`src/logic/adc_readout_pkg.sv`:
```
// shared constants and types of the converter readout and control block
package adc_readout_pkg;

   // ==========================================================
   // register map (byte addresses)
   localparam int          AXI_ADDR_W   = 8;
   localparam logic [7:0]  OFS_MODE0    = 8'h00;
   localparam logic [7:0]  OFS_MODE1    = 8'h04;
   localparam logic [7:0]  OFS_RESULT0  = 8'h08;
   localparam logic [7:0]  OFS_RESULT3  = 8'h14;
   localparam logic [7:0]  OFS_IRQ_STAT = 8'h18;
   localparam logic [7:0]  OFS_IRQ_MASK = 8'h1C;

   // ==========================================================
   // fields
   localparam int M0_START_BIT  = 0;
   localparam int M0_SCAN_BIT   = 1;
   localparam int M0_REPEAT_BIT = 2;
   localparam int M0_ITM_BIT    = 3;
   localparam int M0_BUSY_BIT   = 6;
   localparam int M0_END_BIT    = 7;
   localparam int CHAN_W        = 3;
   localparam int M1_TRIG_BIT   = 4;
   localparam int UNREAD_BIT    = 0;
   localparam int RES_W         = 10;
   localparam int RES_SHIFT     = 6;
   localparam int NUM_PAIRS     = 4;
   localparam int PAIR_W        = 2;

   // ==========================================================
   // timing and counts
   localparam int         CONV_STATES    = 84;
   localparam logic [1:0] REP_IRQ_LAST   = 2'h3;
   localparam logic [1:0] AXI_OKAY       = 2'h0;
   localparam logic [1:0] AXI_SLVERR     = 2'h2;

   typedef enum logic [1:0]
   {
      MODE_FIXED_SINGLE = 2'b00,
      MODE_SCAN_SINGLE  = 2'b01,
      MODE_FIXED_REPEAT = 2'b10,
      MODE_SCAN_REPEAT  = 2'b11
   } conv_mode_type;

   typedef enum logic
   {
      CONV_IDLE = 1'b0,
      CONV_RUN  = 1'b1
   } conv_state_type;

   // analog front end steering
   typedef struct packed
   {
      logic              converting;
      logic [CHAN_W-1:0] channel;
   } analog_ctl_type;

endpackage : adc_readout_pkg

```
`src/logic/conv_timer.sv`:
```
// per-channel conversion time counter
`timescale 1ns/1ps
module conv_timer
   import adc_readout_pkg::*;
#(
   parameter int STATES = CONV_STATES
)
(
   // clock and reset
   input  wire logic aclk,
   input  wire logic aresetn,
   // control
   input  wire logic start,
   output logic      done
);

   typedef struct packed
   {
      logic       active;
      logic [7:0] count;
      logic       done;
   } timer_type;

   timer_type r;
   timer_type n;

   always_comb
   begin
      n      = r;
      n.done = 1'b0;
      if (start)
      begin
         // restart wins over a finishing count
         n.active = 1'b1;
         n.count  = 8'(STATES - 2);
      end
      else if (r.active)
      begin
         if (r.count == 8'h00)
         begin
            n.active = 1'b0;
            n.done   = 1'b1;
         end
         else
         begin
            n.count = r.count - 8'h01;
         end
      end
   end

   always_ff @(posedge aclk)
   begin
      if (!aresetn)
         r <= '0;
      else
         r <= n;
   end

   assign done = r.done;

endmodule : conv_timer

```
`src/logic/result_slot.sv`:
```
// one result register pair with its unread flag
`timescale 1ns/1ps
module result_slot
   import adc_readout_pkg::*;
(
   // clock and reset
   input  wire logic             aclk,
   input  wire logic             aresetn,
   // store and read
   input  wire logic             store,
   input  wire logic [RES_W-1:0] value_in,
   input  wire logic             read_clr,
   output logic      [RES_W-1:0] value,
   output logic                  unread
);

   typedef struct packed
   {
      logic [RES_W-1:0] value;
      logic             unread;
   } slot_type;

   slot_type r;
   slot_type n;

   always_comb
   begin
      n = r;
      if (read_clr)
         n.unread = 1'b0;
      // a store in the read cycle keeps the flag set
      if (store)
      begin
         n.value  = value_in;
         n.unread = 1'b1;
      end
   end

   always_ff @(posedge aclk)
   begin
      if (!aresetn)
         r <= '0;
      else
         r <= n;
   end

   assign value  = r.value;
   assign unread = r.unread;

endmodule : result_slot

```
`src/logic/adc_result_readout_control.sv`:
```
// converter start/mode control and result readout behind an AXI4-Lite slave
//
// Added by the designer: the register offsets and register access over AXI4-Lite.
`timescale 1ns/1ps
module adc_result_readout_control
   import adc_readout_pkg::*;
(
   // clock and reset
   input  wire logic                  aclk,
   input  wire logic                  aresetn,
   // axi4-lite write
   input  wire logic [AXI_ADDR_W-1:0] awaddr,
   input  wire logic                  awvalid,
   output logic                       awready,
   input  wire logic [31:0]           wdata,
   input  wire logic [3:0]            wstrb,
   input  wire logic                  wvalid,
   output logic                       wready,
   output logic [1:0]                 bresp,
   output logic                       bvalid,
   input  wire logic                  bready,
   // axi4-lite read
   input  wire logic [AXI_ADDR_W-1:0] araddr,
   input  wire logic                  arvalid,
   output logic                       arready,
   output logic [31:0]                rdata,
   output logic [1:0]                 rresp,
   output logic                       rvalid,
   input  wire logic                  rready,
   // analog side
   input  wire logic                  external_trigger_pin,
   input  wire logic [RES_W-1:0]      analog_result,
   output analog_ctl_type             analog_ctl,
   // interrupt
   output logic                       conversion_done_irq
);

   // ==========================================================
   // state
   typedef struct packed
   {
      conv_state_type            state;
      logic                      scan;
      logic                      repeat_m;
      logic                      itm;
      logic                      busy;
      logic                      end_flag;
      logic                      run_repeat;
      logic [CHAN_W-1:0]         code;
      logic                      trig_en;
      logic [CHAN_W-1:0]         cur;
      logic [PAIR_W-1:0]         slot;
      logic [1:0]                rep_cnt;
      logic                      trig_prev;
      logic                      stat;
      logic                      mask;
      logic                      aw_held;
      logic [AXI_ADDR_W-1:0]     waddr;
      logic                      w_held;
      logic [7:0]                wbyte;
      logic                      wlane;
      logic                      bvalid;
      logic [1:0]                bresp;
      logic                      rvalid;
      logic [1:0]                rresp;
      logic [31:0]               rdata;
   } ctl_type;

   localparam ctl_type CTL_RST = '{state: CONV_IDLE, trig_prev: 1'b1, default: '0};

   ctl_type                 r;
   ctl_type                 n;
   logic                    tstart;
   logic                    tdone;
   logic                    do_write;
   logic                    rd_take;
   logic                    fall;
   logic                    go;
   logic [NUM_PAIRS-1:0]    slot_store;
   logic [NUM_PAIRS-1:0]    slot_clr;
   logic [RES_W-1:0]        slot_val [NUM_PAIRS];
   logic [NUM_PAIRS-1:0]    slot_unread;
   logic [PAIR_W-1:0]       store_idx;
   conv_mode_type           mode;

   function automatic logic is_result(input logic [AXI_ADDR_W-1:0] a);
      return (a >= OFS_RESULT0) && (a <= OFS_RESULT3) && (a[1:0] == 2'b00);
   endfunction : is_result

   function automatic logic [PAIR_W-1:0] pair_of(input logic [AXI_ADDR_W-1:0] a);
      logic [AXI_ADDR_W-1:0] d;
      d = a - OFS_RESULT0;
      return d[PAIR_W+1:2];
   endfunction : pair_of

   // ==========================================================
   // next state
   always_comb
   begin
      n          = r;
      tstart     = 1'b0;
      go         = 1'b0;
      slot_clr   = '0;
      slot_store = '0;
      mode       = conv_mode_type'({r.repeat_m, r.scan});
      store_idx  = (r.run_repeat && !r.scan) ? r.slot : r.cur[PAIR_W-1:0];
      rd_take    = arvalid && !r.rvalid;
      do_write   = r.aw_held && r.w_held && !r.bvalid;
      fall       = r.trig_prev && !external_trigger_pin;
      n.trig_prev = external_trigger_pin;

      // read channel; result reads clear flags before new sets below
      if (r.rvalid && rready)
         n.rvalid = 1'b0;
      if (rd_take)
      begin
         n.rvalid = 1'b1;
         n.rresp  = AXI_OKAY;
         n.rdata  = '0;
         if (is_result(araddr))
         begin
            // left aligned value with unread flag in bit 0
            n.rdata[RES_SHIFT+RES_W-1:RES_SHIFT] = slot_val[pair_of(araddr)];
            n.rdata[UNREAD_BIT] = slot_unread[pair_of(araddr)];
            slot_clr[pair_of(araddr)] = 1'b1;
            n.end_flag = 1'b0;
         end
         else
         begin
            case (araddr)
               OFS_MODE0:
               begin
                  n.rdata[M0_SCAN_BIT]   = r.scan;
                  n.rdata[M0_REPEAT_BIT] = r.repeat_m;
                  n.rdata[M0_ITM_BIT]    = r.itm;
                  n.rdata[M0_BUSY_BIT]   = r.busy;
                  n.rdata[M0_END_BIT]    = r.end_flag;
               end
               OFS_MODE1:
               begin
                  n.rdata[CHAN_W-1:0]  = r.code;
                  n.rdata[M1_TRIG_BIT] = r.trig_en;
               end
               OFS_IRQ_STAT: n.rdata[0] = r.stat;
               OFS_IRQ_MASK: n.rdata[0] = r.mask;
               default:      n.rresp    = AXI_SLVERR;
            endcase
         end
      end

      // write channels, address and data taken in either order
      if (awvalid && !r.aw_held && !r.bvalid)
      begin
         n.aw_held = 1'b1;
         n.waddr   = awaddr;
      end
      if (wvalid && !r.w_held && !r.bvalid)
      begin
         n.w_held = 1'b1;
         n.wbyte  = wdata[7:0];
         n.wlane  = wstrb[0];
      end
      if (r.bvalid && bready)
         n.bvalid = 1'b0;
      if (do_write)
      begin
         n.aw_held = 1'b0;
         n.w_held  = 1'b0;
         n.bvalid  = 1'b1;
         n.bresp   = AXI_OKAY;
         if (is_result(r.waddr))
            n.bresp = AXI_OKAY;
         else
         begin
            case (r.waddr)
               OFS_MODE0:
                  if (r.wlane)
                  begin
                     n.scan     = r.wbyte[M0_SCAN_BIT];
                     n.repeat_m = r.wbyte[M0_REPEAT_BIT];
                     n.itm      = r.wbyte[M0_ITM_BIT];
                     go         = r.wbyte[M0_START_BIT];
                  end
               OFS_MODE1:
                  if (r.wlane)
                  begin
                     n.code    = r.wbyte[CHAN_W-1:0];
                     n.trig_en = r.wbyte[M1_TRIG_BIT];
                  end
               OFS_IRQ_STAT:
                  if (r.wlane && r.wbyte[0])
                     n.stat = 1'b0;
               OFS_IRQ_MASK:
                  if (r.wlane)
                     n.mask = r.wbyte[0];
               default: n.bresp = AXI_SLVERR;
            endcase
         end
      end

      // a trigger edge while converting is ignored
      if (fall && r.trig_en && (r.state == CONV_IDLE))
         go = 1'b1;

      // one channel finished
      if (tdone && (r.state == CONV_RUN))
      begin
         slot_store[store_idx] = 1'b1;
         n.end_flag = 1'b1;
         tstart     = 1'b1;
         if (r.run_repeat && !r.repeat_m)
         begin
            // repeat stopped by software: end after this channel
            n.state = CONV_IDLE;
            n.busy  = 1'b0;
            tstart  = 1'b0;
         end
         else
         begin
            case (mode)
               MODE_FIXED_SINGLE:
               begin
                  n.state = CONV_IDLE;
                  n.busy  = 1'b0;
                  n.stat  = 1'b1;
                  tstart  = 1'b0;
               end
               MODE_FIXED_REPEAT:
               begin
                  n.slot    = r.slot + 1'b1;
                  n.rep_cnt = r.rep_cnt + 1'b1;
                  if (!r.itm || (r.rep_cnt == REP_IRQ_LAST))
                     n.stat = 1'b1;
               end
               default:
               begin
                  if (r.cur == r.code)
                  begin
                     n.cur  = '0;
                     n.stat = 1'b1;
                     if (mode == MODE_SCAN_SINGLE)
                     begin
                        n.state = CONV_IDLE;
                        n.busy  = 1'b0;
                        tstart  = 1'b0;
                     end
                  end
                  else
                  begin
                     // mid-scan channel: keep the flag, but let a result read still clear it
                     n.end_flag = r.end_flag && !(rd_take && is_result(araddr));
                     n.cur      = r.cur + 1'b1;
                  end
               end
            endcase
         end
      end

      // start or restart wins over a finishing channel
      if (go)
      begin
         n.state      = CONV_RUN;
         n.busy       = 1'b1;
         n.run_repeat = n.repeat_m;
         n.cur        = n.scan ? '0 : n.code;
         n.slot       = '0;
         n.rep_cnt    = '0;
         tstart       = 1'b1;
      end
   end

   always_ff @(posedge aclk)
   begin
      if (!aresetn)
         r <= CTL_RST;
      else
         r <= n;
   end

   // ==========================================================
   // submodules
   conv_timer #(.STATES(CONV_STATES)) u_timer
   (
      .aclk    (aclk),
      .aresetn (aresetn),
      .start   (tstart),
      .done    (tdone)
   );

   for (genvar g = 0; g < NUM_PAIRS; g++)
   begin : g_pair
      result_slot u_slot
      (
         .aclk     (aclk),
         .aresetn  (aresetn),
         .store    (slot_store[g]),
         .value_in (analog_result),
         .read_clr (slot_clr[g]),
         .value    (slot_val[g]),
         .unread   (slot_unread[g])
      );
   end

   // ==========================================================
   // outputs
   assign awready             = !r.aw_held && !r.bvalid;
   assign wready              = !r.w_held && !r.bvalid;
   assign bvalid              = r.bvalid;
   assign bresp               = r.bresp;
   assign arready             = !r.rvalid;
   assign rvalid              = r.rvalid;
   assign rresp               = r.rresp;
   assign rdata               = r.rdata;
   assign analog_ctl          = '{converting: (r.state == CONV_RUN), channel: r.cur};
   assign conversion_done_irq = r.stat && r.mask;

   // ==========================================================
   // checks
   logic [7:0] since_start;

   always_ff @(posedge aclk)
   begin
      if (!aresetn)
         since_start <= '0;
      else if (tstart)
         since_start <= 8'h01;
      else if (since_start != 8'hFF)
         since_start <= since_start + 8'h01;
   end

   logic busy_cur_ok;
   assign busy_cur_ok = r.busy && (r.cur == r.code) && !r.run_repeat;
endmodule : adc_result_readout_control

```
`config.mk`:
```
export PLATFORM = sky130hd
export DESIGN_NAME = adc_result_readout_control
export DESIGN_NICKNAME = d
export VERILOG_FILES = /design/src/logic/adc_readout_pkg.sv /design/src/logic/conv_timer.sv /design/src/logic/result_slot.sv /design/src/logic/adc_result_readout_control.sv
export SDC_FILE = /design/constraint.sdc
export NUM_CORES = 1
export LEC_CHECK = 0
export BUFFER_PORTS_ARGS = -buffer_cell sky130_fd_sc_hd__buf_2
export CAP_MARGIN = 10
export CORE_MARGIN = 3
export CORE_UTILIZATION = 25
export CTS_BUF_LIST = sky130_fd_sc_hd__clkbuf_8
export CTS_CLUSTER_SIZE = 20
export DETAILED_ROUTE_END_ITERATION = 8
export PLACE_DENSITY = 0.48
export SYNTH_ARGS = -nofsm -noshare
export SYNTH_HDL_FRONTEND = slang
export SYNTH_HIERARCHICAL = 1
export SYNTH_SLANG_ARGS = --single-unit
```
`constraint.sdc`:
```
create_clock -name aclk -period 2.4 [get_ports aclk]
set_input_delay 0.48 -clock aclk [delete_from_list [all_inputs] [get_ports aclk]]
set_output_delay 0.48 -clock aclk [all_outputs]
set_load 0.1 [all_outputs]
```
==> results.py <==
metrics = {
    "setup_path": {
        "cp.arrival_ns": 2.31,
        "critPathLaunchType": "flip-flop",
        "regToRegEndpoint": "u_timer/done",
        "rr_worst_depth": 7,
        "required_ns": 2.70,
        "worst-setup-path-type": "reg -> reg",
        "endpoint_kind": "flip-flop",
        "reg2reg_from": "bvalid",
        "worst-path-max-fanout": 10,
        "rrSetupSlack_ns": 0.39,
    },
    "timing": {
        "fin_skew_ns": 0.0107,
        "setup_viol": 0,
        "slew_viol_final": 0,
        "finalHoldViolations": 0,
        "worst_pin_slew_ns": 0.683,
        "fmax_ghz": 0.497,
        "finalCritPeriodShare_pct": 83.9,
        "maxSlewHeadroom_pct": 53.8,
        "rsz0062_at_grt": "false",
        "period_minus_slack_ns": 2.01,
        "fin_hold_ws_ns": 0.267,
    },
    "layout": {
        "fin_nets": 665,
        "syn2layout_area_growth_pct": 11.5,
        "final_common_cell": "dfxtp_1",
        "n_fill_cell": 2189,
        "mostFrequentLayoutCells": "dfxtp_1, buf_2, mux2i_1",
        "final_util_pct": 28.6,
        "diodes": 0,
        "drive_above_1_share_pct": 21.2,
    },
    "min_path": {
        "hp-class": "in -> reg",
        "min_path_cells": 2,
        "hold_path_end": "rvalid",
        "hold_start": "rready",
    },
    "floorplanning": {
        "die-area_mm2": 0.0228,
        "die_y_um": 151,
        "coreArea_mm2": 0.0204,
        "initial_core_util_pct": 25.7,
        "rows": 52,
        "die_x_um": 151,
        "ios": 116,
    },
    "clock_tree": {
        "cts_hold_buf": 0,
        "root_buffer": "clkbuf_8",
        "cts_tree": "yes",
        "insertion_delay_ns": 0.39,
        "cts-buffers-inserted": 9,
        "cts_buffer_depth": 2,
        "post_cts_resized": 0,
        "clock_sinks": 109,
        "cts_setup_buffers": 0,
        "h-tree-depth": 3,
        "clk_pin_slew_ns": 0.10,
    },
    "flow_run": {
        "cap_violations": 0,
    },
    "synthesis": {
        "synth-async-reset-ratio_pct": 0,
        "syn_area_mm2": 0.00525,
        "synth_cell_type_count": 63,
        "synth-edff-count": 0,
        "netlist.area_leader.share_pct": 41.6,
        "ys_seq_elements": 109,
        "synth-main-ff-cell": "dfxtp_1",
        "synth_area_leaders": "dfxtp_1, mux2i_1, nor2b_1, buf_4, mux4_2",
        "synth_cells": 545,
        "synth_top_area_cell": "dfxtp_1",
        "yosysWarnings": 6,
        "ys_seq_area_share_pct": 41.6,
        "avgSynthCellArea_um2": 9.63,
    },
    "routing": {
        "ant_nets": 0,
        "drt_wl_total_um": 12900,
        "drtPass1Iterations": 5,
        "route.detailed.drc": 0,
        "wire_per_inst_um": 15.0,
        "vias_per_cell": 4.57,
        "drt_first_iter_violations": 195,
        "via_count": 3950,
    },
    "power_and_ir_drop": {
        "p_leak_nw": 2.17,
        "ir_worst_vdd_mv": 0.291,
        "power_density_mw_per_mm2": 579,
        "total_power_mw": 3.39,
    },
    "place": {
        "dp_hpwl_um": 9500,
        "io_buffers": 66,
        "place_congestion": 0.791,
    },
    "status": {
        "status": "complete, no violations",
    },
    "global_route": {
        "grt_overflow_total": 0,
        "grt_pass1_wl_um": 20600,
        "grt_usage_pct": 11.5,
        "grt_max_degree": 49,
        "grt_pass1_vias": 3891,
        "antenna_found_initial": 1,
    },
}
-- Yosys cell counts, types with 6 or more instances --
| library cell | instances |
|---|---|
| o21a_1 | 6 |
| mux4_2 | 11 |
| nor2b_1 | 50 |
| buf_4 | 40 |
| inv_1 | 12 |
| o21ai_0 | 8 |
| nor2_1 | 49 |
| buf_2 | 6 |
| nor3_1 | 6 |
| nand2_1 | 39 |
| a21oi_1 | 29 |
| clkbuf_1 | 10 |
| buf_6 | 6 |
| mux2i_1 | 61 |
| dfxtp_1 | 109 |
| nor3b_1 | 6 |
| nand3_1 | 12 |
-- critical path: stages, from the launching register on --
cell and delay [ns]:
dfxtp_2 0.42, and3b_1 0.33, and4_4 0.23, nor2_1 0.24
nand2_1 0.23, nor2b_1 0.24, nand2_1 0.08, nor3_1 0.15
-- final cells by class --
class                           count  area, um^2  area share [%]
Sequential cell                   109        2180            37.3
Tap cell                          270         338            5.77
Multi-Input combinational cell    375        2640            45.2
Inverter                           13        48.8           0.834
Timing Repair Buffer               83         458            7.83
Clock inverter                      5        55.1           0.941
Clock buffer                        9         124            2.12
-- kinds of logic (layout without fill, tap and decap cells) --
family	Yosys count	after routing	synth area share (%)
multiplexers	73	73	16.6
flip-flops	109	109	41.6
adder cells (fa/ha/maj)	4	4	0.954
other	1	19	0.0715
XOR/XNOR	7	7	1.17
buffers and inverters	79	110	9.52
AO/OA/AOI/OAI	70	70	8.85
AND/OR/NAND/NOR	202	202	21.2
-- power by group --
group / switching (mW) / internal [mW] / total, mW
clock network: 0.623 / 0.468 / 1.09
registers: 0.0244 / 1.83 / 1.86
logic: 0.340 / 0.0986 / 0.439
total: 0.988 / 2.40 / 3.39
-- through the flow --
stage | TNS, ns | area, um^2 | setup WS [ns] | cells
2_1_floorplan | -0.0492 | 5320 | -0.0246 | 563
3_3_place_gp | 0 | 5670 | 0.257 | 850
3_5_place_dp | 0 | 5670 | 0.190 | 850
4_1_cts | 0 | 5850 | 0.374 | 864
5_1_grt | 0 | 5850 | 0.128 | 864
6_report | 0 | 5850 | 0.387 | 864
-- worst max path at each step --
stage	start	to	slack [ns]
after floorplan	bvalid	awready	-0.02
after global placement	araddr[0]	g_pair[1].u_slot/unread	0.26
after detailed placement	araddr[0]	rdata[2]	0.19
after CTS	bvalid	u_timer/done	0.37
after global routing	bvalid	u_timer/done	0.13
final	bvalid	u_timer/done	0.39
-- layer usage --
| layer | share of wire [%] | global-route usage [%] | vias up |
|---|---|---|---|
| li1 | - | - | 1940 |
| met1 | 45 | 14.8 | 1898 |
| met2 | 47 | 18.7 | 95 |
| met3 | 6.0 | 2.48 | 15 |
| met4 | 1.5 | 4.67 | 2 |
| met5 | 0.054 | 0 | - |
-- state kept, by name, indices dropped and copies added (netlist names) --
register,count
r,30
rdata,15
rresp,1
rvalid,1
g_pair.u_slot/unread,4
u_timer/r,9
g_pair.u_slot/value,40
analog_ctl,4
bresp,1
mode,2
bvalid,1
u_timer/done,1
No activity file was read; power rests on OpenSTA's default activity.
